<file path="src/rmtdc_pkg.sv">
// Shared constants for the receive mode and antenna driver control block
package rmtdc_pkg;

  // ----------------------------------------------------------------
  // Register indices and APB byte addresses (index times four)
  // ----------------------------------------------------------------
  localparam logic [7:0] RX_MODE_IDX = 8'h13; // Receive mode register index
  localparam logic [7:0] DRV_CTL_IDX = 8'h14; // Antenna driver control index
  localparam logic [7:0] TX_MOD_IDX = 8'h15; // Transmit modulation index
  localparam logic [7:0] RX_MODE_ADDR = 8'(RX_MODE_IDX * 4);
  localparam logic [7:0] DRV_CTL_ADDR = 8'(DRV_CTL_IDX * 4);
  localparam logic [7:0] TX_MOD_ADDR = 8'(TX_MOD_IDX * 4);

  // ----------------------------------------------------------------
  // Field positions
  // ----------------------------------------------------------------
  localparam int RX_CRC_EN_BIT = 7; // Receive CRC enable
  localparam int RX_SPEED_LSB = 4; // Receive bit rate, three bits
  localparam int RX_NOERR_BIT = 3; // Ignore invalid frame
  localparam int RX_MULTI_BIT = 2; // Multiple frame receive
  localparam int RX_FRAME_LSB = 0; // Receive frame format, two bits
  localparam int DRV_B_INV_ON_BIT = 7;
  localparam int DRV_A_INV_ON_BIT = 6;
  localparam int DRV_B_INV_OFF_BIT = 5;
  localparam int DRV_A_INV_OFF_BIT = 4;
  localparam int DRV_B_CW_BIT = 3;
  localparam int DRV_B_EN_BIT = 1;
  localparam int DRV_A_EN_BIT = 0;
  localparam int FORCE_FULL_BIT = 6;

  // ----------------------------------------------------------------
  // Reset values and writable bit masks
  // ----------------------------------------------------------------
  localparam logic [7:0] RX_MODE_RESET = 8'h00;
  localparam logic [7:0] DRV_CTL_RESET = 8'h80;
  localparam logic [7:0] TX_MOD_RESET = 8'h00;
  localparam logic [7:0] RX_MODE_MASK = 8'hFF;
  localparam logic [7:0] DRV_CTL_MASK = 8'hFB;
  localparam logic [7:0] TX_MOD_MASK = 8'h40;

  // ----------------------------------------------------------------
  // Receive path constants
  // ----------------------------------------------------------------
  localparam logic [7:0] MIN_STREAM_BITS = 8'h04; // Shorter streams are invalid
  localparam logic [3:0] CMD_RECEIVE_CODE = 4'h8; // Command engine code for receive

  // Receive bit rate codes
  typedef enum logic [2:0] {
    RATE_106 = 3'b000,
    RATE_212 = 3'b001,
    RATE_424 = 3'b010,
    RATE_848 = 3'b011
  } rmtdc_rate_e;

  // Receive frame format codes
  typedef enum logic [1:0] {
    FRAME_TYPE_A = 2'b00,
    FRAME_TYPE_B = 2'b11
  } rmtdc_frame_e;

endpackage : rmtdc_pkg

</file>
<file path="src/rmtdc_driver.sv">
// Antenna driver output stage for the two driver pins
`timescale 1ns/1ns
module rmtdc_driver (
  // Clock and reset
  input wire logic clock,
  input wire logic rst_n,
  // Carrier and transmit envelope
  input wire logic carrierIn,
  input wire logic txModulate,
  // Control bits
  input wire logic [7:0] drvCtl,
  input wire logic forceFull,
  // Driver pins and conductance select
  output logic antennaDriverA,
  output logic antennaDriverB,
  output logic reducedDepth
);

  // Enables and modulated carriers
  logic enA;
  logic enB;
  logic modCarrier;
  logic rawA;
  logic rawB;

  assign enA = drvCtl[rmtdc_pkg::DRV_A_EN_BIT];
  assign enB = drvCtl[rmtdc_pkg::DRV_B_EN_BIT];

  // Full depth gates the carrier off while modulating; else the carrier stays
  assign modCarrier = carrierIn & ~(txModulate & forceFull); // RL17
  assign rawA = modCarrier; // RL16
  assign rawB = drvCtl[rmtdc_pkg::DRV_B_CW_BIT] ? carrierIn : modCarrier; // RL14 RL15

  // Pin levels: inversion per enabled or disabled state
  always_ff @(posedge clock) begin
    if (!rst_n) begin
      antennaDriverA <= 1'b0;
      antennaDriverB <= 1'b0;
    end else begin
      antennaDriverA <= enA ? (rawA ^ drvCtl[rmtdc_pkg::DRV_A_INV_ON_BIT]) // RL11
                            : drvCtl[rmtdc_pkg::DRV_A_INV_OFF_BIT]; // RL13
      antennaDriverB <= enB ? (rawB ^ drvCtl[rmtdc_pkg::DRV_B_INV_ON_BIT]) // RL10
                            : drvCtl[rmtdc_pkg::DRV_B_INV_OFF_BIT]; // RL12
    end
  end

  // Reduced conductance is used while modulating without forced full depth
  always_ff @(posedge clock) begin
    if (!rst_n) begin
      reducedDepth <= 1'b0;
    end else begin
      reducedDepth <= txModulate & ~forceFull; // RL17
    end
  end
endmodule : rmtdc_driver

</file>
<file path="src/rmtdc_top.sv">
// Receive mode and antenna driver control registers with APB access
//
// How it works
// RL1 - CRC checked on receive when enabled
// RL2 - Software clears CRC enable only at 106
// RL3 - Speed field selects 106 to 848 rate
// RL4 - Short streams ignored, receiver stays active, while the ignore invalid frame bit is set
// RL5 - Single frame mode stops receiver after frame
// RL6 - Software uses multiple frames above 106 only
// RL7 - Multiple mode ends by command or clear
// RL8 - Multiple mode appends error byte per stream
// RL9 - Framing field selects type A or B
// RL10 - Invert driver B while enabled
// RL11 - Invert driver A while enabled
// RL12 - Invert driver B while disabled
// RL13 - Invert driver A while disabled
// RL14 - Driver B continuous carrier option
// RL15 - Driver B enable sends modulated carrier
// RL16 - Driver A enable sends modulated carrier
// RL17 - Forced full depth ASK modulation
// RL18 - Driver control resets to 80h
// RL19 - RF traffic uses mode-derived CRC preset
// RL20 - Reserved bits ignore writes, read zero
`timescale 1ns/1ns
module rmtdc_top (
  // Clock and reset
  input wire logic clock,
  input wire logic rst_n,
  // APB slave
  input wire logic psel,
  input wire logic penable,
  input wire logic pwrite,
  input wire logic [7:0] paddr,
  input wire logic [31:0] pwdata,
  output logic [31:0] prdata,
  output logic pready,
  output logic pslverr,
  // Command engine
  input wire logic cmdWrite,
  input wire logic [3:0] cmdCode,
  input wire logic rxStart,
  input wire logic rfComm,
  // Receiver stream events
  input wire logic rxStreamEnd,
  input wire logic [7:0] rxBitCount,
  input wire logic [7:0] errorFlags,
  // Receiver controls
  output logic rxActive,
  output logic crcCheckEnable,
  output logic [2:0] rxRate,
  output logic [1:0] receive_frame_format,
  output logic crcPresetFromMode,
  // FIFO error byte append
  output logic fifoWrite,
  output logic [7:0] fifoData,
  // Analog front end
  input wire logic carrierIn,
  input wire logic txModulate,
  output logic antennaDriverA,
  output logic antennaDriverB,
  output logic reducedDepth,
  output logic fullDepthAsk
);

  // ----------------------------------------------------------------
  // Register storage
  // ----------------------------------------------------------------
  logic [7:0] rxMode; // Receive mode
  logic [7:0] drvCtl; // Antenna driver control
  logic [7:0] txMod; // Transmit modulation

  // Bus decode
  logic access; // Access phase edge that completes a transfer
  logic wrEn; // Write completes this edge
  logic mapped; // Address hits a register
  logic [7:0] rdByte; // Read mux

  // Receive decode
  logic multiMode;
  logic noErrMode;
  logic shortStream;
  logic otherCmd;

  // Returns the masked write value of a register
  function automatic logic [7:0] masked(input logic [7:0] value, input logic [7:0] mask);
    masked = value & mask;
  endfunction : masked

  // ----------------------------------------------------------------
  // APB slave
  // ----------------------------------------------------------------
  assign access = psel & penable & pready;
  assign wrEn = access & pwrite;
  assign mapped = (paddr == rmtdc_pkg::RX_MODE_ADDR) | (paddr == rmtdc_pkg::DRV_CTL_ADDR)
                | (paddr == rmtdc_pkg::TX_MOD_ADDR);

  // Read mux, unmapped reads zero
  always_comb begin
    case (paddr)
      rmtdc_pkg::RX_MODE_ADDR: rdByte = rxMode;
      rmtdc_pkg::DRV_CTL_ADDR: rdByte = drvCtl;
      rmtdc_pkg::TX_MOD_ADDR: rdByte = txMod;
      default: rdByte = 8'h00;
    endcase
  end

  // One wait state: ready rises on the second access cycle
  always_ff @(posedge clock) begin
    if (!rst_n) begin
      pready <= 1'b0;
    end else begin
      pready <= psel & penable & ~pready;
    end
  end

  // Read data and error presented together with ready
  // Outside the ready cycle the bus sees zero, so no stale byte lingers
  always_ff @(posedge clock) begin
    if (!rst_n) begin
      prdata <= 32'h0000_0000;
      pslverr <= 1'b0;
    end else if (psel & penable & ~pready) begin
      prdata <= {24'h00_0000, rdByte};
      pslverr <= ~mapped;
    end else begin
      prdata <= 32'h0000_0000;
      pslverr <= 1'b0;
    end
  end

  // ----------------------------------------------------------------
  // Register writes
  // ----------------------------------------------------------------
  // Receive mode register
  always_ff @(posedge clock) begin
    if (!rst_n) begin
      rxMode <= rmtdc_pkg::RX_MODE_RESET;
    end else if (wrEn && paddr == rmtdc_pkg::RX_MODE_ADDR) begin
      rxMode <= masked(pwdata[7:0], rmtdc_pkg::RX_MODE_MASK);
    end
  end

  // Driver control register, bit 2 held at zero
  always_ff @(posedge clock) begin
    if (!rst_n) begin
      drvCtl <= rmtdc_pkg::DRV_CTL_RESET; // RL18
    end else if (wrEn && paddr == rmtdc_pkg::DRV_CTL_ADDR) begin
      drvCtl <= masked(pwdata[7:0], rmtdc_pkg::DRV_CTL_MASK); // RL20
    end
  end

  // Modulation register, only the full depth bit is kept
  always_ff @(posedge clock) begin
    if (!rst_n) begin
      txMod <= rmtdc_pkg::TX_MOD_RESET;
    end else if (wrEn && paddr == rmtdc_pkg::TX_MOD_ADDR) begin
      txMod <= masked(pwdata[7:0], rmtdc_pkg::TX_MOD_MASK); // RL20
    end
  end

  // ----------------------------------------------------------------
  // Mode outputs
  // ----------------------------------------------------------------
  // Reserved speed and framing codes are stored and passed on as written
  assign crcCheckEnable = rxMode[rmtdc_pkg::RX_CRC_EN_BIT]; // RL1
  assign rxRate = rxMode[rmtdc_pkg::RX_SPEED_LSB +: 3]; // RL3
  assign receive_frame_format = rxMode[rmtdc_pkg::RX_FRAME_LSB +: 2]; // RL9
  assign fullDepthAsk = txMod[rmtdc_pkg::FORCE_FULL_BIT]; // RL17

  // Preset comes from the mode settings whenever RF traffic runs
  always_ff @(posedge clock) begin
    if (!rst_n) begin
      crcPresetFromMode <= 1'b0;
    end else begin
      crcPresetFromMode <= rfComm; // RL19
    end
  end

  // ----------------------------------------------------------------
  // Receiver sequencing
  // ----------------------------------------------------------------
  assign multiMode = rxMode[rmtdc_pkg::RX_MULTI_BIT];
  assign noErrMode = rxMode[rmtdc_pkg::RX_NOERR_BIT];
  assign shortStream = rxBitCount < rmtdc_pkg::MIN_STREAM_BITS;
  assign otherCmd = cmdWrite & (cmdCode != rmtdc_pkg::CMD_RECEIVE_CODE);

  // Receiver activity; a new start wins over any stop in the same cycle
  always_ff @(posedge clock) begin
    if (!rst_n) begin
      rxActive <= 1'b0;
    end else if (rxStart) begin
      rxActive <= 1'b1;
    end else if (otherCmd) begin
      rxActive <= 1'b0; // RL7
    end else if (rxActive && rxStreamEnd && !multiMode && !(shortStream && noErrMode)) begin
      // Any valid stream end closes single-frame reception; ignored short streams do not
      rxActive <= 1'b0; // RL5 RL4
    end
  end

  // Error byte append after each stream in multiple mode, except ignored short streams
  always_ff @(posedge clock) begin
    if (!rst_n) begin
      fifoWrite <= 1'b0;
      fifoData <= 8'h00;
    end else if (rxActive && rxStreamEnd && multiMode && !(shortStream && noErrMode)) begin
      fifoWrite <= 1'b1; // RL8
      fifoData <= errorFlags; // RL8
    end else begin
      fifoWrite <= 1'b0;
    end
  end

  // ----------------------------------------------------------------
  // Driver stage
  // ----------------------------------------------------------------
  rmtdc_driver uDriver (
    .clock(clock),
    .rst_n(rst_n),
    .carrierIn(carrierIn),
    .txModulate(txModulate),
    .drvCtl(drvCtl),
    .forceFull(txMod[rmtdc_pkg::FORCE_FULL_BIT]),
    .antennaDriverA(antennaDriverA),
    .antennaDriverB(antennaDriverB),
    .reducedDepth(reducedDepth)
  );
endmodule : rmtdc_top
</file>
<file path="config.mk">
export PLATFORM = sky130hd
export DESIGN_NAME = rmtdc_top
export DESIGN_NICKNAME = d
export VERILOG_FILES = /design/src/rmtdc_pkg.sv /design/src/rmtdc_driver.sv /design/src/rmtdc_top.sv
export SDC_FILE = /design/constraint.sdc
export NUM_CORES = 1
export LEC_CHECK = 0
export BUFFER_PORTS_ARGS = -buffer_cell sky130_fd_sc_hd__buf_2
export CAP_MARGIN = 10
export CORE_MARGIN = 2
export CORE_UTILIZATION = 45
export DETAILED_ROUTE_END_ITERATION = 7
export GPL_TIMING_DRIVEN = 1
export PLACE_DENSITY = 0.85
export SLEW_MARGIN = 20
export SYNTH_ARGS = -nofsm -noshare
export SYNTH_HDL_FRONTEND = slang
export SYNTH_SLANG_ARGS = --single-unit
</file>
<file path="constraint.sdc">
create_clock -name clock -period 2.9 [get_ports clock]
set_clock_uncertainty 0.1 [all_clocks]
set_input_delay 0 -clock clock [delete_from_list [all_inputs] [get_ports clock]]
set_output_delay 0 -clock clock [all_outputs]
set_load 0.01 [all_outputs]
</file>
Yosys cells after proc, flatten, opt, wreduce, memory -nomap -nowiden
Cells that the tools add are included.
Storage, ports and cells
  bits of input ports: 71
  register bits after elaboration: 64
  output and inout bits: 55
Operators by class
  reductions and logical operators: 13
  bitwise logic cells: 16
  eq/ne operators: 4
  magnitude comparators: 1
  muxes and demuxes: 8
Operators with widths (count)
  equality test 8 x 7 -> 1 bit, second input constant: 3
  one-hot mux 8 bit (3 select lines): 1
  logical AND 1 bit: 9
  AND 1 bit: 8
  < comparator 8 x 3 -> 1 bit, second input constant: 1
  2-to-1 mux 1 bit: 7
  != test 4 bit, second input constant: 1
  NOT 1 bit: 4
  nonzero test 3 bit: 1
  logical NOT 1 bit: 2
  bitwise OR 1 bit: 2
  AND reduction 2 bit: 1
  XOR 1 bit: 2

Longest topological paths before layout
Gate-level depths: netlist of the first run.
  depth after elaboration: 7
  depth in mapped cells: 4
  gate-level depth less buffers: 3

Modules after synthesis
From an unflattened synthesis of the first run, not the netlist that was laid out.
Unflattened totals
  cells, all modules: 209
  area, all modules: 1941.9 sq um
Modules (own cells, without submodules)
  rmtdc_top: cells each 196, area each 1805.5 sq um, times used 1, sequential area each 740.7 sq um
  rmtdc_driver: cells each 13, area each 136.4 sq um, times used 1, sequential area each 60.1 sq um

Worst setup path after synthesis of the first run
Ideal clock, no wire load.
  kind: register to register
  start point: reg rxActive
  end point: reg fifoData[0]
  stages on the path, launching flop included: 4
  period minus slack after synthesis: 1248 ps
  setup time: 72 ps
  data arrival time: 1076 ps
  path buffers: 0
  setup slack: 1652 ps
  cell sequence: dfxtp_1 > nand3_1 > a21oi_2 > mux2i_1
On the way
  longest elaborated chain between the ends: 3
Ends and longest elaborated chain
  start, declared: line rmtdc_top.sv:48  | output logic rxActive,
  start signal, assigned: line rmtdc_top.sv:190  | rxActive <= 1'b0;
  start signal, assigned: line rmtdc_top.sv:192  | rxActive <= 1'b1;
  start signal, assigned: line rmtdc_top.sv:194  | rxActive <= 1'b0;
  logical AND 1 bit (3 in series): line rmtdc_top.sv:206  | end else if (rxActive && rxStreamEnd && multiMode && !(shortStream && noErrMode)) begin
  end signal, assigned: line rmtdc_top.sv:208  | fifoData <= errorFlags;
  end, declared: line rmtdc_top.sv:55  | output logic [7:0] fifoData,
Every way passes these cells.
A chain may end at the register's enable or synchronous reset.

Worst setup path after layout of the first run
  start point: in paddr[7]
  end point: reg prdata[5]
On the way
  longest elaborated chain between the ends: 2
Ends and longest elaborated chain
  start, declared: line rmtdc_top.sv:33  | input wire logic [7:0] paddr,
  equality test 8 x 7 -> 1 bit: line rmtdc_top.sv:99  | case (paddr)
  one-hot mux 8 bit (3 select lines) *: line rmtdc_top.sv:99
  end signal, assigned: line rmtdc_top.sv:123  | prdata <= {24'h00_0000, rdByte};
  end, declared: line rmtdc_top.sv:35  | output logic [31:0] prdata,
Mark *: on every way between the ends. The rest lies on a longest branch, timed or not.

==> results.txt, run 1 <==
----------------------------------------------------
[Route]
  # DRC ... 0
  First-pass iteration count of the detailed router ... 4
  Routed len/inst ... about 12 microns
  Count of vias placed by the detailed router ... approximately 1700
  Vias per cell ... 4.86
  Final wirelength ... between 4000 and 5000 microns
  Remaining antenna violation count ... 0
  First-iteration detailed-routing DRC count ... just under 200

[Placement]
  Placer congestion estimate ... 0.794
  Number of buffers added on ports ... between 70 and 80
  Total half-perimeter wirelength after legalization and detailed placement ... 3100 microns
  Placed instance count ... ~330
  Placement-stage worst setup slack ... 1.26 ns

[Finish]
  Final standard cell count with taps included and fillers excluded ... around 360
  Antenna cell count ... 0
  Area of all sequential standard cells ... between 800 and 900 sq um
  Final nets ... 377
  Ratio of cells with drive above 1 in the final layout ... 0.309
  Multi-input gate area in the final layout ... 951 sq um
  Number of fillers in the final layout ... ~360
  Area growth syn-to-layout ... 31.3%

[Floorplanning]
  Core Rows ... 23
  Die Area ... 0.00486 sq mm
  Die Y ... 69.7 microns
  Core Footprint ... approximately 0.004 sq mm
  Effective utilization at floorplan ... 0.476
  Top Ports ... 126
  Horizontal die dimension ... 69.7 microns

[Clocking]
  Longest Clk Path Bufs ... 2
  TritonCTS clock tree ... yes
  Later-pin clock latency in the skew report ... about 0.29 ns
  Clock buffer count from CTS ... 5
  Register clock-pin slew on the reported worst setup and hold paths ... 0.07 ns
  Count of H-tree levels built during CTS ... 2
  Library cell used as clock root buffer ... clkbuf_8
  Clock tree sinks ... 40

[GRT]
  Maximum number of pins on one net before global-route repair ... 48
  Global route total overflow ... 0
  Gr usage total ... 0.185
  Wire length of the first global-routing pass ... 7260 microns
  Vias in the first global route ... 1583
  Initial antenna violation count ... 0

[STA]
  Final count of negative-setup-slack endpoints ... 0
  Final hold violation count ... 0
  Fin crit period ... approximately 1.9 ns
  Transition time at the pin with the least slew margin ... 0.625 ns
  Setup repair after global routing missed its margin ... no
  Accumulated negative setup slack ... 0 ns
  Tcrit/Tclk final ... 0.652
  Max-slew violations ... 0
  Headroom to the max-slew limit ... 0.581
  Final worst slack ... about 1.0 ns
  Peak clock frequency supported by timing ... ~530 MHz

[Worst setup path]
  Crit path capture type ... flip-flop
  Critical path class ... input pin to flip-flop
  Kind of start point of the critical path ... input pin
  Arrival time of the worst setup path ... 2.00 ns
  Maximum fanout along the worst path ... 10
  Data required time at the worst endpoint ... 3.00 ns

[Yosys]
  Mean Syn Cell Area ... around 9.2 sq um
  Synth top area cells ... dfxtp_1, mux2i_1, buf_4
  Post-Synthesis Cells ... between 200 and 250
  Count of unique library cells instantiated by Yosys ... between 40 and 50
  Library cell with the largest summed area after synthesis ... dfxtp_1
  Ys Warns ... 0
  Syn Std Cell Area ... 0.00194 sq mm
  Share of Yosys cell area claimed by the top area cell type ... 0.412
  Part of the Yosys area used for sequential elements ... 0.412
  Register bit total from synthesis ... 40

[Job]
  Maxcap violations ... 0

[Run status]
  Result of the run ... complete, no violations

[Pwr]
  PwrDens ... around 410 mW/mm^2
  Lkg Pwr ... 0.00124 uW
  VDD IR-drop max ... 0.165 mV

[Worst hold path]
  Type of the tightest min-delay check ... input pin to flip-flop

----------------------------------------------------
## synth_stat cells, drive strengths merged
cell / n
nand2: 44
nor4b: 2
o211ai: 1
nand4: 8
mux2i: 24
and2: 2
and2b: 1
or4b: 1
a31oi: 1
nor3b: 1
nor2b: 1
a211o: 1
nor4bb: 1
inv: 3
and4b: 1
conb: 1
nor2: 5
and4: 1
clkinv: 1
nand3: 10
nor4: 2
and3b: 2
o21ai: 2
o31a: 1
nand4b: 3
xnor2: 1
a21boi: 1
nand2b: 1
a32oi: 1
a21oi: 10
buf: 29
dfxtp: 40
o2111ai: 1
clkbuf: 7
## cell type report
cell class,instances,area share
flip-flops and latches,40,0.314
repair buffers,101,0.247
clock buffers,6,0.0324
inverters,4,0.00588
clock inverters,2,0.00392
well taps,50,0.0245
multi-input cells,154,0.373
## report_power, final
group,total [uW],internal [uW],switching [uW]
Clock,380,190,190
Combinational,122,58.4,63.7
Sequential,554,552,1.39
Total,1060,800,255
## critical path, cell delays in order
cell	delay [ns]
dlygate4sd3_1	0.53
buf_2	0.14
nor4b_4	0.60
o2111ai_1	0.44
a21oi_1	0.28
## state kept, by name, indices dropped and copies added, names as in the netlist
register                count
fifoData                    8
fifoWrite                   1
drvCtl                      7
txMod                       1
prdata                      8
rxActive                    1
crcPresetFromMode           1
uDriver.reducedDepth        1
pslverr                     1
pready                      1
uDriver.antennaDriverA      1
rxMode                      8
uDriver.antennaDriverB      1
## through the flow
step	area, sq um	hold slack [ns]	utilization	power (uW)
final	2550	0.00799	0.625	1060
after CTS	2550	0.00326	0.625	1070
after global placement	2220	0.108	0.543	660
after global routing	2550	0.0103	0.625	1100
after detailed placement	2220	0.106	0.543	661
after floorplan	2030	0.00862	-	641
## timing repair
| action | 4_1_cts | 5_1_grt |
|---|---|---|
| hold buffers | 24 | 0 |
| resized for setup | 0 | 0 |
| hold endpoints to repair | 33 | 0 |
| buffers inserted | 0 | 0 |
## layout by cell type (no fill, tap or decap), drive strengths merged
cell type / netlist / final
dlygate4sd3: 0 / 24
clkbuf: 7 / 6
o2111ai: 1 / 1
nand2: 44 / 44
xnor2: 1 / 1
a32oi: 1 / 1
nor4: 2 / 2
nand4: 8 / 8
or4b: 1 / 1
conb: 1 / 24
o21ai: 2 / 2
and4: 1 / 1
mux2i: 24 / 24
nor2b: 1 / 1
nor4b: 2 / 2
o211ai: 1 / 1
and2: 2 / 2
a21oi: 10 / 10
inv: 3 / 3
and2b: 1 / 1
a211o: 1 / 1
nand2b: 1 / 1
a21boi: 1 / 1
and3b: 2 / 2
buf: 29 / 77
nor4bb: 1 / 1
nor2: 5 / 5
o31a: 1 / 1
nand3: 10 / 10
clkinv: 1 / 3
a31oi: 1 / 1
nor3b: 1 / 1
and4b: 1 / 1
nand4b: 3 / 3
dfxtp: 40 / 40
## routing by layer
layer,track usage,vias up,share of wire
met1,0.215,783,0.40
met3,0.0552,6,0.079
met4,0.0385,0,0.0094
met5,0,-,0
met2,0.337,82,0.51
li1,-,864,-
## path summary, 6_finish.rpt
kind              cells after the start         from  slack, ns           to
hold / removal                        2         psel      0.008       pready
setup reg to reg                      4    rxMode[3]       1.20     rxActive
setup / recovery                      5     paddr[7]       1.01    prdata[5]
hold reg to reg                       2  fifoData[4]       0.36  fifoData[4]
## logic make-up (layout without fill, tap and decap cells)
kind of cell    after synthesis  after routing  share of synthesized area
mux                          24             24                      0.124
xor+xnor                      1              1                    0.00451
buf+inv                      40            113                      0.144
flops                        40             40                      0.412
compound gates               19             19                     0.0624
simple gates                 86             86                      0.252
other cells                   1             24                    0.00193
Power figures use the tool's default switching activity.
==> run 2: changes to the inputs <==
ABC_AREA = 1   (was not set)
CORE_UTILIZATION = 39   (was 45)
PLACE_DENSITY = 0.76   (was 0.85)
clock period = 1.5 ns   (was 2.9 ns; I/O delays follow)
==> results.txt, run 2 <==
----------------------------------------------------
[Clocking]
  Library cell used as clock root buffer ... clkbuf_8 (unchanged)
  Post-cts resize count ... 0 (unchanged)
  Register clock-pin slew on the reported worst setup and hold paths ... 0.08 ns (was 0.07 ns)
  Post CTS Setup Buffer Count ... 0 (unchanged)
  Total of hold buffers inserted after clock tree synthesis ... 22 (was 24)
  Clock tree sinks ... 40 (unchanged)
  Later-pin clock latency in the skew report ... 0.29 ns (about the same)
  Longest Clk Path Bufs ... 2 (unchanged)
  Count of H-tree levels built during CTS ... 2 (unchanged)
  Clock buffer count from CTS ... 5 (unchanged)
  TritonCTS clock tree ... yes (unchanged)

[Floorplanning]
  Core Footprint ... 0.00514 sq mm (was 0.00409 sq mm)
  Horizontal die dimension ... 77.4 microns (was 69.7 microns)
  Die Y ... 77.4 microns (was 69.7 microns)
  Effective utilization at floorplan ... 0.409 (was 0.476)
  Die Area ... 0.00599 sq mm (was 0.00486 sq mm)
  Core Rows ... 26 (was 23)
  Top Ports ... 126 (unchanged)

[Yosys]
  Ys Warns ... 0 (unchanged)
  Register bit total from synthesis ... 40 (unchanged)
  Synth top area cells ... dfxtp_1, buf_4, nand2_1 (was dfxtp_1, mux2i_1, buf_4)
  Share of synthesized registers carrying an async set or reset ... 0 (unchanged)
  Syn Std Cell Area ... 0.00210 sq mm (was 0.00194 sq mm)
  Mean Syn Cell Area ... 7.40 sq um (was 9.22 sq um)
  Share of Yosys cell area claimed by the top area cell type ... 0.381 (was 0.412)
  Library cell with the largest summed area after synthesis ... dfxtp_1 (unchanged)
  Count of unique library cells instantiated by Yosys ... 27 (was 41)
  Number of enable flip-flop cells after synthesis ... 0 (unchanged)
  Most frequent cells after synthesis ... nand2_1, dfxtp_1, nor2_1, buf_4, inv_1 (was nand2_1, dfxtp_1, buf_4, mux2i_1)
  Count leader, synth ... nand2_1 (unchanged)
  Post-Synthesis Cells ... 284 (was 211)
  Part of the Yosys area used for sequential elements ... 0.381 (was 0.412)
  Most used DFF post-synth ... dfxtp_1 (unchanged)

[Finish]
  Number of fillers in the final layout ... 505 (was 358)
  Most frequent standard cell in the layout excluding fill and tap cells ... buf_2 (unchanged)
  Antenna cell count ... 0 (unchanged)
  Ratio of cells with drive above 1 in the final layout ... 0.325 (was 0.309)
  Final nets ... 451 (was 377)
  Commonest cells after routing, fill and taps aside ... buf_2, nand2_1, dfxtp_1 (unchanged)
  Biggest registers after layout ... fifoData x8, prdata x8, rxMode x8 (unchanged)
  Area growth syn-to-layout ... 30.5% (was 31.3%)

[Worst setup path]
  Reg-to-Reg End ... rxActive (unchanged)
  Crit path capture type ... flip-flop (unchanged)
  Kind of start point of the critical path ... input pin (unchanged)
  Max stage delay on crit path ... 0.57 ns (was 0.60 ns)
  Startpoint of the most critical register-to-register path ... rxActive (was rxMode[3])
  Logic depth of the worst register-to-register path ... 5 (was 4)
  Arrival time of the worst setup path ... 1.52 ns (was 2.00 ns)
  Crit path cell chain ... dlygate4sd3_1 -> buf_2 -> a21oi_1 -> dlygate4sd3_1 -> nand2_1 -> a21oi_1 (was dlygate4sd3_1 -> buf_2 -> nor4b_4 -> o2111ai_1 -> a21oi_1)
  Critical path class ... input pin to flip-flop (unchanged)
  Beginning of the critical path ... cmdWrite (was paddr[7])
  Data required time at the worst endpoint ... 1.63 ns (was 3.00 ns)
  Slowest cell on crit path ... dlygate4sd3_1 (was nor4b_4)
  Setup slack of the worst register-to-register path ... 0.11 ns (was 1.20 ns)
  Maximum fanout along the worst path ... 1 (was 10)

[STA]
  Max-slew violations ... 0 (unchanged)
  Final count of negative-setup-slack endpoints ... 0 (unchanged)
  Tcrit/Tclk final ... 0.932
  Peak clock frequency supported by timing ... 715 MHz
  Setup repair after global routing missed its margin ... no (unchanged)
  Fin crit period ... 1.40 ns
  Final hold violation count ... 0 (unchanged)
  Accumulated negative setup slack ... 0 ns (unchanged)

[Route]
  First-pass iteration count of the detailed router ... 4 (unchanged)
  Count of vias placed by the detailed router ... 1972 (was 1735)
  First-iteration detailed-routing DRC count ... 44 (was 199)
  Vias per cell ... 4.37 (was 4.86)
  # DRC ... 0 (unchanged)
  Remaining antenna violation count ... 0 (unchanged)
  Final wirelength ... 4920 microns (was 4460 microns)
  Routed len/inst ... 10.9 microns (was 12.5 microns)

[Pwr]
  Switching component of the power ... 515 uW (was 255 uW)
  VDD IR-drop max ... 0.292 mV (was 0.165 mV)
  Lkg Pwr ... 0.00135 uW (was 0.00124 uW)
  Sequential share of power ... 0.488 (was 0.524)
  Share of power burned in combinational logic ... 0.106 (was 0.116)
  PwrDens ... 799 mW/mm^2 (was 414 mW/mm^2)
  Int Power ... 1680 uW (was 800 uW)
  Sw frac ... 0.235 (was 0.242)
  Total Power Consumption ... 2190 uW (was 1060 uW)
  Fraction of power consumed by the clock network ... 0.406 (was 0.360)

[Placement]
  Placer congestion estimate ... 0.786 (was 0.794)
  Total half-perimeter wirelength after legalization and detailed placement ... 3430 microns (was 3100 microns)
  Number of buffers added on ports ... 75 (unchanged)

[GRT]
  Vias in the first global route ... 1833 (was 1583)
  Global route total overflow ... 0 (unchanged)
  Wire length of the first global-routing pass ... 8030 microns (was 7260 microns)
  Gr usage total ... 0.165 (was 0.185)
  Maximum number of pins on one net before global-route repair ... 20 (was 48)
  Initial antenna violation count ... 0 (unchanged)

[Run status]
  Result of the run ... complete, no violations (unchanged)

[Worst hold path]
  Hold Path Depth ... 5 (was 2)
  Hold-critical path endpoint ... pslverr (was pready)
  Type of the tightest min-delay check ... input pin to flip-flop (unchanged)
  Startpoint of the most critical hold path ... rst_n (was psel)

[Job]
  Maxcap violations ... 0 (unchanged)

----------------------------------------------------
run 2: metrics by stage:
step	area, sq um	util	hold slack [ns]	instances	setup slack, ns
after floorplan	2190	-	-0.00237	307	0.302
after global placement	2410	0.469	0.0902	421	0.156
after detailed placement	2410	0.469	0.0845	421	0.111
after CTS	2740	0.534	0.0127	451	0.149
after global routing	2740	0.534	0.0309	451	0.0294
final	2740	0.534	0.0167	451	0.102
run 2: worst max-delay path by stage:
stage | end | slack (ns) | depth (start not counted)
6_report | rxActive | 0.10 | 6
5_1_grt | rxActive | 0.03 | 5
4_1_cts | rxActive | 0.15 | 5
3_5_place_dp | prdata[0] | 0.11 | 8
3_3_place_gp | prdata[3] | 0.16 | 8
2_1_floorplan | txMod[6] | 0.30 | 6
run 2: power groups by stage:
stage	Clock [uW]	Combinational (uW)	Sequential (uW)
6_report	891	232	1070
5_1_grt	969	256	1070
4_1_cts	920	227	1070
3_5_place_dp	0	183	1100
3_3_place_gp	0	179	1100
2_1_floorplan	0	145	1100
run 2: worst max-delay path, delay by kind of cell:
family,cells,cell delay [ns]
buffers and inverters,3,1.23
AOI/OAI and AO/OA,2,0.23
and+or+nand+nor,1,0.05
run 2: cells by family (layout without fill, tap and decap cells):
logic type | after synthesis | count (layout) | synth area share
AO/OA/AOI/OAI | 21 | 21 | 0.0589
other | 1 | 24 | 0.00178
AND/OR/NAND/NOR | 151 | 151 | 0.361
buffers and inverters | 71 | 145 | 0.198
flip-flops | 40 | 40 | 0.381
run 2: area by class of cell:
class / instances / area, sq um / area share
multi-input cells: 196 / 972 / 0.354
clock inverters: 3 / 46.3 / 0.0169
flip-flops and latches: 40 / 801 / 0.292
clock buffers: 5 / 68.8 / 0.0251
repair buffers: 103 / 641 / 0.233
inverters: 34 / 128 / 0.0465
well taps: 70 / 87.6 / 0.0319
run 2: per-layer routing:
metal | wire length [microns] | global-route usage
met3 | 300 | 0.0407
met2 | 2500 | 0.308
met1 | 2030 | 0.180
met4 | 85 | 0.0571
met5 | 0 | 0
